**config.mk**
```make
export PLATFORM = sky130hd
export DESIGN_NAME = core_status_pc_stack
export DESIGN_NICKNAME = d
export VERILOG_FILES = /design/src/hdl/core_pkg.sv /design/src/hdl/core_status_pc_stack.sv
export SDC_FILE = /design/constraint.sdc
export NUM_CORES = 1
export LEC_CHECK = 0
export BUFFER_PORTS_ARGS = -buffer_cell sky130_fd_sc_hd__buf_2
export CORE_MARGIN = 10
export CORE_UTILIZATION = 60
export DETAILED_ROUTE_END_ITERATION = 8
export PLACE_DENSITY = 0.81
export REMOVE_ABC_BUFFERS = 1
export SYNTH_ARGS = -nofsm -noshare
export SYNTH_HDL_FRONTEND = slang
export SYNTH_SLANG_ARGS = --single-unit
```
**constraint.sdc**
```tcl
create_clock -name ref_clk -period 3.2 [get_ports ref_clk]
set_input_delay 0.48 -clock ref_clk [delete_from_list [all_inputs] [get_ports ref_clk]]
set_output_delay 0.48 -clock ref_clk [all_outputs]
set_load 0.005 [all_outputs]
```
**src/hdl/core_pkg.sv**
```systemverilog
/*
 core_pkg: constants, opcodes and carrier types for the
 status / program counter / return stack block.
 assumes one instruction clock and a core that drives
 the execute, flow and event carriers.
*/
package core_pkg;

   // register offsets inside a 128-byte bank
   localparam logic [6:0] OFS_PCL    = 7'h02;
   localparam logic [6:0] OFS_STATUS = 7'h03;
   localparam logic [6:0] OFS_PC_HIGH_LATCH = 7'h0a;

   // status bit positions
   localparam int BIT_IRP   = 7;
   localparam int BIT_RP_HI = 6;
   localparam int BIT_RP_LO = 5;
   localparam int BIT_TO    = 4;
   localparam int BIT_PD    = 3;
   localparam int BIT_Z     = 2;
   localparam int BIT_DC    = 1;
   localparam int BIT_C     = 0;

   // widths and depths
   localparam int PC_W    = 13;
   localparam int PAGE_W  = 11;
   localparam int LATCH_W = 5;
   localparam int SP_W    = 3;
   localparam int DEPTH   = 8;

   // reset values
   localparam logic [7:0]         STATUS_RST = 8'h18;
   localparam logic [PC_W-1:0]    PC_RST     = 13'h0000;
   localparam logic [LATCH_W-1:0] LATCH_RST  = 5'h00;

   typedef enum logic [3:0] {
      OP_NONE = 4'h0,
      OP_ADD  = 4'h1,
      OP_SUB  = 4'h2,
      OP_AND  = 4'h3,
      OP_IOR  = 4'h4,
      OP_XOR  = 4'h5,
      OP_CLR  = 4'h6,
      OP_INC  = 4'h7,
      OP_DEC  = 4'h8,
      OP_RLF  = 4'h9,
      OP_RRF  = 4'ha
   } alu_op_t;

   typedef struct packed {
      logic       valid;
      alu_op_t    op;
      logic [7:0] a;
      logic [7:0] b;
      logic       dest_status;
   } exec_t;

   typedef struct packed {
      logic              advance;
      logic              call;
      logic              jump;
      logic              ret;
      logic              irq;
      logic [PAGE_W-1:0] target;
   } flow_t;

   typedef struct packed {
      logic timeout;
      logic wdt_clear;
      logic sleep;
   } core_evt_t;

   typedef struct packed {
      logic       wr;
      logic       rd;
      logic [8:0] addr;
      logic [7:0] wdata;
   } reg_req_t;

endpackage

```
**src/hdl/core_status_pc_stack.sv**
```systemverilog
/*
 core_status_pc_stack: status register, 13-bit program
 counter with high latch, and 8-deep circular return stack.
 assumes the core presents one carrier per cycle, a bus
 write and an execute never in the same cycle, and the
 register port strobes one cycle long.
*/
// Decided for this implementation: strobed register access.
`timescale 1ns/1ps
module core_status_pc_stack #(
   parameter logic [12:0] IRQ_VECTOR = 13'h0004  // interrupt entry address
) (
   input  wire logic                ref_clk,       // instruction clock
   input  wire logic                arst_n,        // async reset, low
   input  wire core_pkg::reg_req_t  req,           // register port
   output logic [7:0]               rdata,         // read data, cycle after
   input  wire core_pkg::exec_t     exec,          // alu operation
   output logic [7:0]               alu_result,    // result, cycle after
   input  wire core_pkg::flow_t     flow,          // program flow step
   input  wire core_pkg::core_evt_t evt,           // watchdog and sleep events
   output logic [12:0]              fetch_addr,    // program counter
   output logic [7:0]               status,        // status register
   output logic [1:0]               direct_bank,   // direct bank select
   output logic                     indirect_bank  // indirect bank pair
);
   import core_pkg::*;

   typedef struct packed {
      logic [7:0]                 status;
      logic [PC_W-1:0]            pc;
      logic [LATCH_W-1:0]         latch;
      logic [SP_W-1:0]            sp;
      logic [DEPTH-1:0][PC_W-1:0] stack;
      logic [7:0]                 rdata;
      logic [7:0]                 result;
   } st_t;

   st_t cur;
   st_t next_st;

   // alu temporaries
   logic [7:0] opb;
   logic       cin;
   logic [8:0] sum9;
   logic [4:0] sum5;
   logic [7:0] res;
   logic       set_z;
   logic       set_c;
   logic       set_dc;
   logic       new_z;
   logic       new_c;
   logic       new_dc;
   logic       addr_hit_status;
   logic       addr_hit_pcl;
   logic       addr_hit_latch;

   // decode ignores the bank bits so each register shows in every bank
   assign addr_hit_status = (req.addr[6:0] == OFS_STATUS);
   assign addr_hit_pcl    = (req.addr[6:0] == OFS_PCL);
   assign addr_hit_latch  = (req.addr[6:0] == OFS_PC_HIGH_LATCH);

   // adder shared by add and subtract; subtract feeds ~b with carry in
   always_comb begin
      opb = exec.b;
      cin = 1'b0;
      if (exec.op == OP_SUB) begin
         opb = ~exec.b;
         cin = 1'b1;
      end
      sum9 = {1'b0, exec.a} + {1'b0, opb} + {8'h00, cin};
      sum5 = {1'b0, exec.a[3:0]} + {1'b0, opb[3:0]} + {4'h0, cin};
   end

   // result and flag selection per operation
   always_comb begin
      res    = 8'h00;
      set_z  = 1'b0;
      set_c  = 1'b0;
      set_dc = 1'b0;
      new_c  = cur.status[BIT_C];
      new_dc = cur.status[BIT_DC];
      unique case (exec.op)
         OP_NONE: begin
            res = exec.a;
         end
         OP_ADD, OP_SUB: begin
            res    = sum9[7:0];
            set_z  = 1'b1;
            set_c  = 1'b1;
            set_dc = 1'b1;
            new_dc = sum5[4];
            new_c  = sum9[8];
         end
         OP_AND: begin
            res   = exec.a & exec.b;
            set_z = 1'b1;
         end
         OP_IOR: begin
            res   = exec.a | exec.b;
            set_z = 1'b1;
         end
         OP_XOR: begin
            res   = exec.a ^ exec.b;
            set_z = 1'b1;
         end
         OP_CLR: begin
            res   = 8'h00;
            set_z = 1'b1;
         end
         OP_INC: begin
            res   = exec.a + 8'h01;
            set_z = 1'b1;
         end
         OP_DEC: begin
            res   = exec.a - 8'h01;
            set_z = 1'b1;
         end
         OP_RLF: begin
            res   = {exec.a[6:0], cur.status[BIT_C]};
            set_c = 1'b1;
            new_c = exec.a[7];
         end
         OP_RRF: begin
            res   = {cur.status[BIT_C], exec.a[7:1]};
            set_c = 1'b1;
            new_c = exec.a[0];
         end
         default: begin
            res = exec.a;
         end
      endcase
      new_z = (res == 8'h00);
   end

   // next state: execute, bus, flow, then watchdog events
   always_comb begin
      next_st       = cur;
      next_st.rdata = 8'h00;

      // execute; flag bits of a status destination come from the alu
      if (exec.valid) begin
         next_st.result = res;
         if (exec.dest_status) begin
            next_st.status[7:5] = res[7:5];
            // a move that leaves every flag alone writes them like data
            if (!set_z && !set_c && !set_dc) begin
               next_st.status[2:0] = res[2:0];
            end
         end
         if (set_z) begin
            next_st.status[BIT_Z] = new_z;
         end
         if (set_c) begin
            next_st.status[BIT_C] = new_c;
         end
         if (set_dc) begin
            next_st.status[BIT_DC] = new_dc;
         end
      end else if (req.wr) begin
         // plain moves into status skip the two event flags
         if (addr_hit_status) begin
            next_st.status[7:5] = req.wdata[7:5];
            next_st.status[2:0] = req.wdata[2:0];
         end
         if (addr_hit_latch) begin
            next_st.latch = req.wdata[LATCH_W-1:0];
         end
      end

      // registered read, data stands one cycle only
      if (req.rd) begin
         if (addr_hit_status) begin
            next_st.rdata = cur.status;
         end else if (addr_hit_pcl) begin
            next_st.rdata = cur.pc[7:0];
         end else if (addr_hit_latch) begin
            next_st.rdata = {3'h0, cur.latch};
         end
      end

      // program flow; latch is never touched here
      if (flow.irq) begin
         next_st.stack[cur.sp] = cur.pc;
         next_st.sp            = cur.sp + 3'h1;
         next_st.pc            = IRQ_VECTOR;
      end else if (flow.call) begin
         next_st.stack[cur.sp] = cur.pc;
         next_st.sp            = cur.sp + 3'h1;
         next_st.pc = {cur.latch[4:3], flow.target};
      end else if (flow.jump) begin
         next_st.pc = {cur.latch[4:3], flow.target};
      end else if (flow.ret) begin
         next_st.sp = cur.sp - 3'h1;
         next_st.pc = cur.stack[cur.sp - 3'h1];
      end else if (req.wr && !exec.valid && addr_hit_pcl) begin
         // a low byte write drags the high bits in from the latch
         next_st.pc = {cur.latch, req.wdata};
      end else if (flow.advance) begin
         next_st.pc = cur.pc + 13'h0001;
      end

      // hardware events override instruction effects on these flags
      if (evt.wdt_clear) begin
         next_st.status[BIT_TO] = 1'b1;
         next_st.status[BIT_PD] = 1'b1;
      end
      if (evt.sleep) begin
         next_st.status[BIT_TO] = 1'b1;
         next_st.status[BIT_PD] = 1'b0;
      end
      // a timeout is never lost against a same-cycle clear
      if (evt.timeout) begin
         next_st.status[BIT_TO] = 1'b0;
      end
   end

   // state register; arithmetic flags come up zero though software may not rely on it
   always_ff @(posedge ref_clk or negedge arst_n) begin
      if (!arst_n) begin
         cur        <= '0;
         cur.status <= STATUS_RST;
         cur.pc     <= PC_RST;
         cur.latch  <= LATCH_RST;
      end else begin
         cur <= next_st;
      end
   end

   // outputs straight from flops
   assign rdata         = cur.rdata;
   assign alu_result    = cur.result;
   assign fetch_addr    = cur.pc;
   assign status        = cur.status;
   assign direct_bank   = cur.status[BIT_RP_HI:BIT_RP_LO];
   assign indirect_bank = cur.status[BIT_IRP];

   logic quiet_evt;
   logic only_ret;
   assign quiet_evt = !evt.timeout && !evt.wdt_clear && !evt.sleep;
   assign only_ret  = flow.ret && !flow.irq && !flow.call && !flow.jump;
endmodule // core_status_pc_stack

```
==> impl_metrics.ini, run 1 <==
[global_routing]
grt_pass1_vias = 7244
groute.usage.overall_pct = 23.3
grt_max_degree = 68
grt_pass1_wl_um = 40200
overflow = 0
antenna_found_initial = 0

[critical_path]
r2r-start = cur[120]$_DFFE_PN0P_
cp-end-kind = flip-flop
crit_path_max_fanout = 9
path_class = input pin to flip-flop
r2r_setup_slack_ps = 490
start_kind = input pin
crit_required_ps = 3530
r2r_end = fetch_addr[3]$_DFFE_PN0P_
worstRegToRegCells = 9
arrival_ps = 3180

[logic_synthesis]
synth_top_family_by_area = multiplexers
synth_edf_count = 0
synth_top_flop_cell = dfrtp_1
netlist.area_leader.share_pct = 39.0
synth_fa_ha_area_share_pct = 4.80
seq_area_frac_synth_pct = 39.5
synthMuxAreaShare_pct = 21.4
yosys-top-cells-area = dfrtp_1 (39%), mux2_2 (12%), mux4_2 (6.2%)
syn_inst = 897
yosysUniqueCellTypes = 79
yosys.area_share.simple_pct = 10.9
synth_most_common_cell = dfrtp_1
netlist_area_um2 = 9430
synth_area_leader_cell = dfrtp_1
synth_xor_area_share_pct = 2.98
yosysWarnings = 0
async_reset_ff_share_pct = 100
syn_avg_cell_area_um2 = 10.5
ys_ff_latch = 149
synthTopCellsByCount = dfrtp_1 (147), mux2_2 (104), nor2_1 (72)
synth_compound_area_share_pct = 12.5

[finish]
areaGrowthSynthToFinish_pct = 11.7
drive_above_1_share_pct = 33.2
fin_nets = 1047
nFillCells = 1141
ff_latch_area_um2 = 3730
final_cells = 1173
diodes = 0
multiInputGateArea_um2 = 4980

[timing]
holdWs_ps = 50.3
maxSlewHeadroom_pct = 47.5
drv_slew = 0
min_period_ps = 2850
rsz0062_at_grt = no
setup_violations = 0
timing.fmax_mhz = 351
finClkSkew_ps = 11.0
finalCritPeriodShare_pct = 89.0
hold_violations = 0
tightestPinTransition_ps = 787
setup_slack_ps = 353

[routing]
drtAntennaViolNets = 0
first_iter_violations = 996
dr_wl_met2_um = 11800
wl_met1_um = 10500
drc = 0
highest_layer = met4
post_drt_via_cell_ratio = 6.32
vias = 7409
wirelength_um = 25000
dr.pass1.iters = 5
avgRoutedWirePerCell_um = 21.3
wl_met3_um = 2300

[die]
die_height_um = 145
start_util_pct = 61.6
die_area_um2 = 21100
coreArea_um2 = 15300
num_rows = 45
ios = 102
die_w_um = 145

[job]
maxCapViolCount = 0

[cts]
clock_path_buffers = 2
worst_skew_pair.late_latency_ps = 430
htree_num_levels = 4
cts_setup_buffers = 0
clk_pin_slew_worst_paths_ps = 60
cts_buffers = 17
ctsHoldBuffers = 0
cts-resized-gates = 0
cts_root_buffer = clkbuf_16
cts.sinks = 149
cts_tree = built

[place]
port_buffers = 99
pre_cts_ws_ps = -18.9
dp.cells = 1142
dp_hpwl_um = 17500
gp_congestion = 0.938

[power_and_ir_drop]
p_leak_nw = 4.86
power_density_nw_per_um2 = 780
peakVddDrop_v = 0.000567

[min_path]
min_path_type = input pin to asynchronous set/reset pin

[outcome]
status = complete, no violations
-- report_power, final --
group / internal (mW) / total (mW) / switching (mW)
clock: 1.31 / 2.14 / 0.824
sequential: 2.53 / 2.95 / 0.415
combinational: 1.62 / 3.14 / 1.52
-- through the flow --
| stage | TNS [ps] | total power, mW | util, % | instance area (um2) |
|---|---|---|---|---|
| after CTS | 0 | 8.21 | 68.8 | 10500 |
| after global placement | 0 | 5.88 | 64.7 | 9910 |
| after global routing | 0 | 8.62 | 68.8 | 10500 |
| after detailed placement | -18.9 | 6.02 | 64.7 | 9910 |
| after floorplan | -13350 | 4.97 | - | 8820 |
| final | 0 | 8.22 | 68.8 | 10500 |
-- placed cells by master, fill, tap and decap left out, types with 4 or more instances in the layout --
cell       count
nand4_1        4
nand2_1       51
buf_2         98
a21oi_1       42
o41ai_1        6
nand2b_1       6
mux4_2        26
a211oi_1      10
nor3_1        18
xor2_1         7
or3_1          7
a22o_1         6
clkbuf_16     17
o22ai_1        5
buf_4         37
mux2_2       104
a21o_1         5
ha_1          33
xnor2_1       21
o21ai_0       46
mux2i_1       24
o211ai_1       4
a31oi_1       13
and3_1         4
nand3_1       14
inv_6          5
dfrtp_1      146
inv_1         34
nor2b_1       10
nor2_1        72
bufinv_16      4
-- how the worst max path moves through the flow --
| stage | startpoint | endpoint | slack [ps] | cells after the start |
|---|---|---|---|---|
| 5_1_grt | exec[17] | status[2]$_DFFE_PN0P_ | 130 | 12 |
| 3_3_place_gp | exec[17] | status[2]$_DFFE_PN0P_ | 3 | 11 |
| 4_1_cts | exec[17] | status[2]$_DFFE_PN0P_ | 410 | 12 |
| 2_1_floorplan | cur[120]$_DFFE_PN0P_ | fetch_addr[9]$_DFFE_PN0P_ | -660 | 7 |
| 6_report | exec[17] | status[2]$_DFFE_PN0P_ | 350 | 12 |
| 3_5_place_dp | exec[17] | status[2]$_DFFE_PN0P_ | -20 | 12 |
-- layout make-up --
class                   count  share of cell area [%]
inverters                  35                    1.25
multi-input cells         610                    47.3
well taps                 211                    2.51
clock buffers              18                    4.07
flip-flops and latches    149                    35.4
clock inverters            13                    1.86
repair buffers            137                    7.59
-- critical path, cell delays in order --
cell       delay [ps]
buf_2             110
nor4b_2           340
buf_4             280
mux2i_1           120
fa_1              410
nand2b_1          180
a21oi_1           260
xor2_1            120
a221oi_1          250
o21bai_1          210
o2111ai_1         200
o41ai_2           210
-- sequential cells by signal, summed over array words and instances, names as in the netlist --
signal and cells:
cur 112, fetch_addr 13, alu_result 8, rdata 8, status 8
-- cells by family after synthesis --
| family | count (synthesis) |
|---|---|
| simple gates | 211 |
| fa+ha+maj | 35 |
| xor+xnor | 30 |
| mux | 156 |
| flops | 149 |
| compound gates | 178 |
| buf+inv | 138 |
-- metal layers --
metal	vias up	GRT usage, %
met1	3701	31.5
met5	-	0
met2	355	37.1
met3	38	5.25
met4	0	5.86
li1	3315	-
No activity file was read; power rests on OpenSTA's default activity.
==> run 2: changes to the inputs <==
--- a/config.mk
+++ b/config.mk
@@ -7,9 +7,9 @@
 export LEC_CHECK = 0
 export BUFFER_PORTS_ARGS = -buffer_cell sky130_fd_sc_hd__buf_2
 export CORE_MARGIN = 10
-export CORE_UTILIZATION = 60
+export CORE_UTILIZATION = 54
 export DETAILED_ROUTE_END_ITERATION = 8
-export PLACE_DENSITY = 0.81
+export PLACE_DENSITY = 0.77
 export REMOVE_ABC_BUFFERS = 1
 export SYNTH_ARGS = -nofsm -noshare
 export SYNTH_HDL_FRONTEND = slang
==> constraint.sdc (replaced) <==
create_clock -name ref_clk -period 2.4 [get_ports ref_clk]
set_input_delay 0.36 -clock ref_clk [delete_from_list [all_inputs] [get_ports ref_clk]]
set_output_delay 0.36 -clock ref_clk [all_outputs]
set_load 0.005 [all_outputs]
==> run 2 against run 1 <==
The flow now finishes with violations (negative setup slack). Cell area rose by 10%. Register-to-register slack got worse by 380 ps. Largest power group unchanged. Critical path depth rose by 2. Combinational power rose by 45%.
==> impl_metrics.ini, run 2 (same netlist as run 1, synthesis figures left out) <==
[outcome]
status = finished with violations
violations = negative setup slack

[timing]
holdWs_ps = 48.8
finClkSkew_ps = 8.06
setup_slack_ps = -211
timing.fmax_mhz = 383
setup_violations = 8
min_period_ps = 2610
finalCritPeriodShare_pct = 109
drv_slew = 0
maxSlewHeadroom_pct = 41.0
rsz0062_at_grt = yes
hold_violations = 0
tightestPinTransition_ps = 884

[min_path]
min_path_type = input pin to flip-flop
hold_path_startpoint = evt[2]
holdPathEnd = status[4]$_DFFE_PN1P_
hold_path_depth = 2

[routing]
vias = 7806
wirelength_um = 27300
drc = 0
dr.pass1.iters = 5
post_drt_via_cell_ratio = 6.16
avgRoutedWirePerCell_um = 21.5
drtAntennaViolNets = 0
first_iter_violations = 682

[critical_path]
r2r_end = fetch_addr[9]$_DFFE_PN0P_
critical-path-max-stage-delay_ps = 450
path_buf_inv = 5
start_kind = input pin
cp-end-kind = flip-flop
path_delay_family = simple AND/OR/NAND/NOR gates
worstRegToRegCells = 8
crit_required_ps = 2690
arrival_ps = 2900
slowest_stage = or4_4
crit_path_max_fanout = 4
r2r_setup_slack_ps = 110
path_class = input pin to flip-flop
r2r-start = cur[121]$_DFFE_PN0P_
cp_cell_sequence = buf_8, nor4b_4, buf_4, buf_8, buf_12, xnor2_2, ha_4, xor2_1, o22ai_1, or4_4, buf_4, o211a_1, mux2i_1, o41ai_2

[finish]
mostFrequentLayoutCell = dfrtp_1
regMostFlops = cur
final_cell_mix = dfrtp_1 (146), buf_4 (103), mux2_2 (102)
drive_above_1_share_pct = 42.5
largest_register_ffs = 112
finish.instance_area_um2 = 11600
diodes = 0
fin_nets = 1126
final_cells = 1267
areaGrowthSynthToFinish_pct = 22.9

[power_and_ir_drop]
p_seq_share_pct = 35.1
p_comb_share_pct = 41.0
sw_frac_of_total_pct = 33.2
p_leak_nw = 5.36
peakVddDrop_v = 0.000827
clkPwrFrac_pct = 23.9
p_int_mw = 7.41
switching_power_mw = 3.68
power_density_nw_per_um2 = 956

[place]
pre_cts_ws_ps = -770
dp.cells = 1226
port_buffers = 99
placed_area_um2 = 10500
gp_congestion = 0.987
dp_hpwl_um = 18700

[cts]
cts.sinks = 149
clock_path_buffers = 2
worst_skew_pair.late_latency_ps = 430
htree_num_levels = 4
cts_tree = built
cts_root_buffer = clkbuf_16
clk_pin_slew_worst_paths_ps = 60
cts_buffers = 17

[global_routing]
grt_pass1_wl_um = 43200
overflow = 0
grt_max_degree = 62
groute.usage.overall_pct = 22.8
grt_pass1_vias = 7866
antenna_found_initial = 0

[die]
start_util_pct = 54.7
die_area_um2 = 23200
die_height_um = 152
ios = 102
die_w_um = 152
coreArea_um2 = 17200
num_rows = 48

[job]
maxCapViolCount = 0
==> run 2: cell types whose count changed in the layout (fill, tap and decap cells not counted), moves of 5 or more <==
cell	before	now
a21oi_1	42	37
o21ai_0	46	40
xnor2_1	21	16
buf_6	1	9
buf_4	37	103
ha_1	33	26
ha_4	0	6
==> run 2: worst max path at each step <==
| stage | start | endpoint | cells past startpoint |
|---|---|---|---|
| final | exec[20] | status[2]$_DFFE_PN0P_ | 14 |
| after CTS | exec[20] | status[2]$_DFFE_PN0P_ | 12 |
| after global placement | exec[17] | status[2]$_DFFE_PN0P_ | 12 |
| after global routing | exec[20] | status[2]$_DFFE_PN0P_ | 14 |
| after floorplan | cur[120]$_DFFE_PN0P_ | fetch_addr[9]$_DFFE_PN0P_ | 7 |
| after detailed placement | exec[17] | status[2]$_DFFE_PN0P_ | 12 |
==> run 2: per-layer routing <==
layer,share of wire [%],GRT usage [%],wire (um)
met4,2.3,7.79,621
met5,0,0,0
met1,41,30.3,11200
met2,48,36.1,13000
met3,9.0,4.88,2460
==> run 2: area by class of cell <==
cell class / instances / area, um2
clock buffers: 22 / 464
inverters: 35 / 131
fillers: 1260 / 5640
multi-input cells: 610 / 5370
flip-flops and latches: 149 / 3730
repair buffers: 216 / 1500
clock inverters: 10 / 121
well taps: 225 / 282
==> run 2: stage by stage <==
step / TNS [ps] / total power [mW] / utilization [%]
after floorplan: -65620 / 6.63 / -
after global placement: -7390 / 8.05 / 60.9
after detailed placement: -7740 / 8.22 / 60.9
after CTS: -336 / 11.0 / 65.6
after global routing: -1130 / 11.6 / 67.3
final: -614 / 11.1 / 67.3
==> run 2: power groups by stage <==
stage / clock network [mW] / logic (mW) / registers (mW)
floorplan: 0 / 2.77 / 3.86
global route: 2.77 / 4.86 / 3.99
global placement: 0 / 4.19 / 3.86
detailed placement: 0 / 4.31 / 3.92
CTS: 2.67 / 4.42 / 3.89
finish: 2.65 / 4.54 / 3.90
==> run 2: repair_timing <==
| action | 4_1_cts | 5_1_grt |
|---|---|---|
| setup endpoints to repair | 11 | 10 |
| hold buffers | 1 | 0 |
| buffers inserted | 5 | 5 |
| cloned | 0 | 0 |
| hold endpoints to repair | 55 | 0 |
| resized for setup | 39 | 48 |
| pin swaps | 23 | 32 |
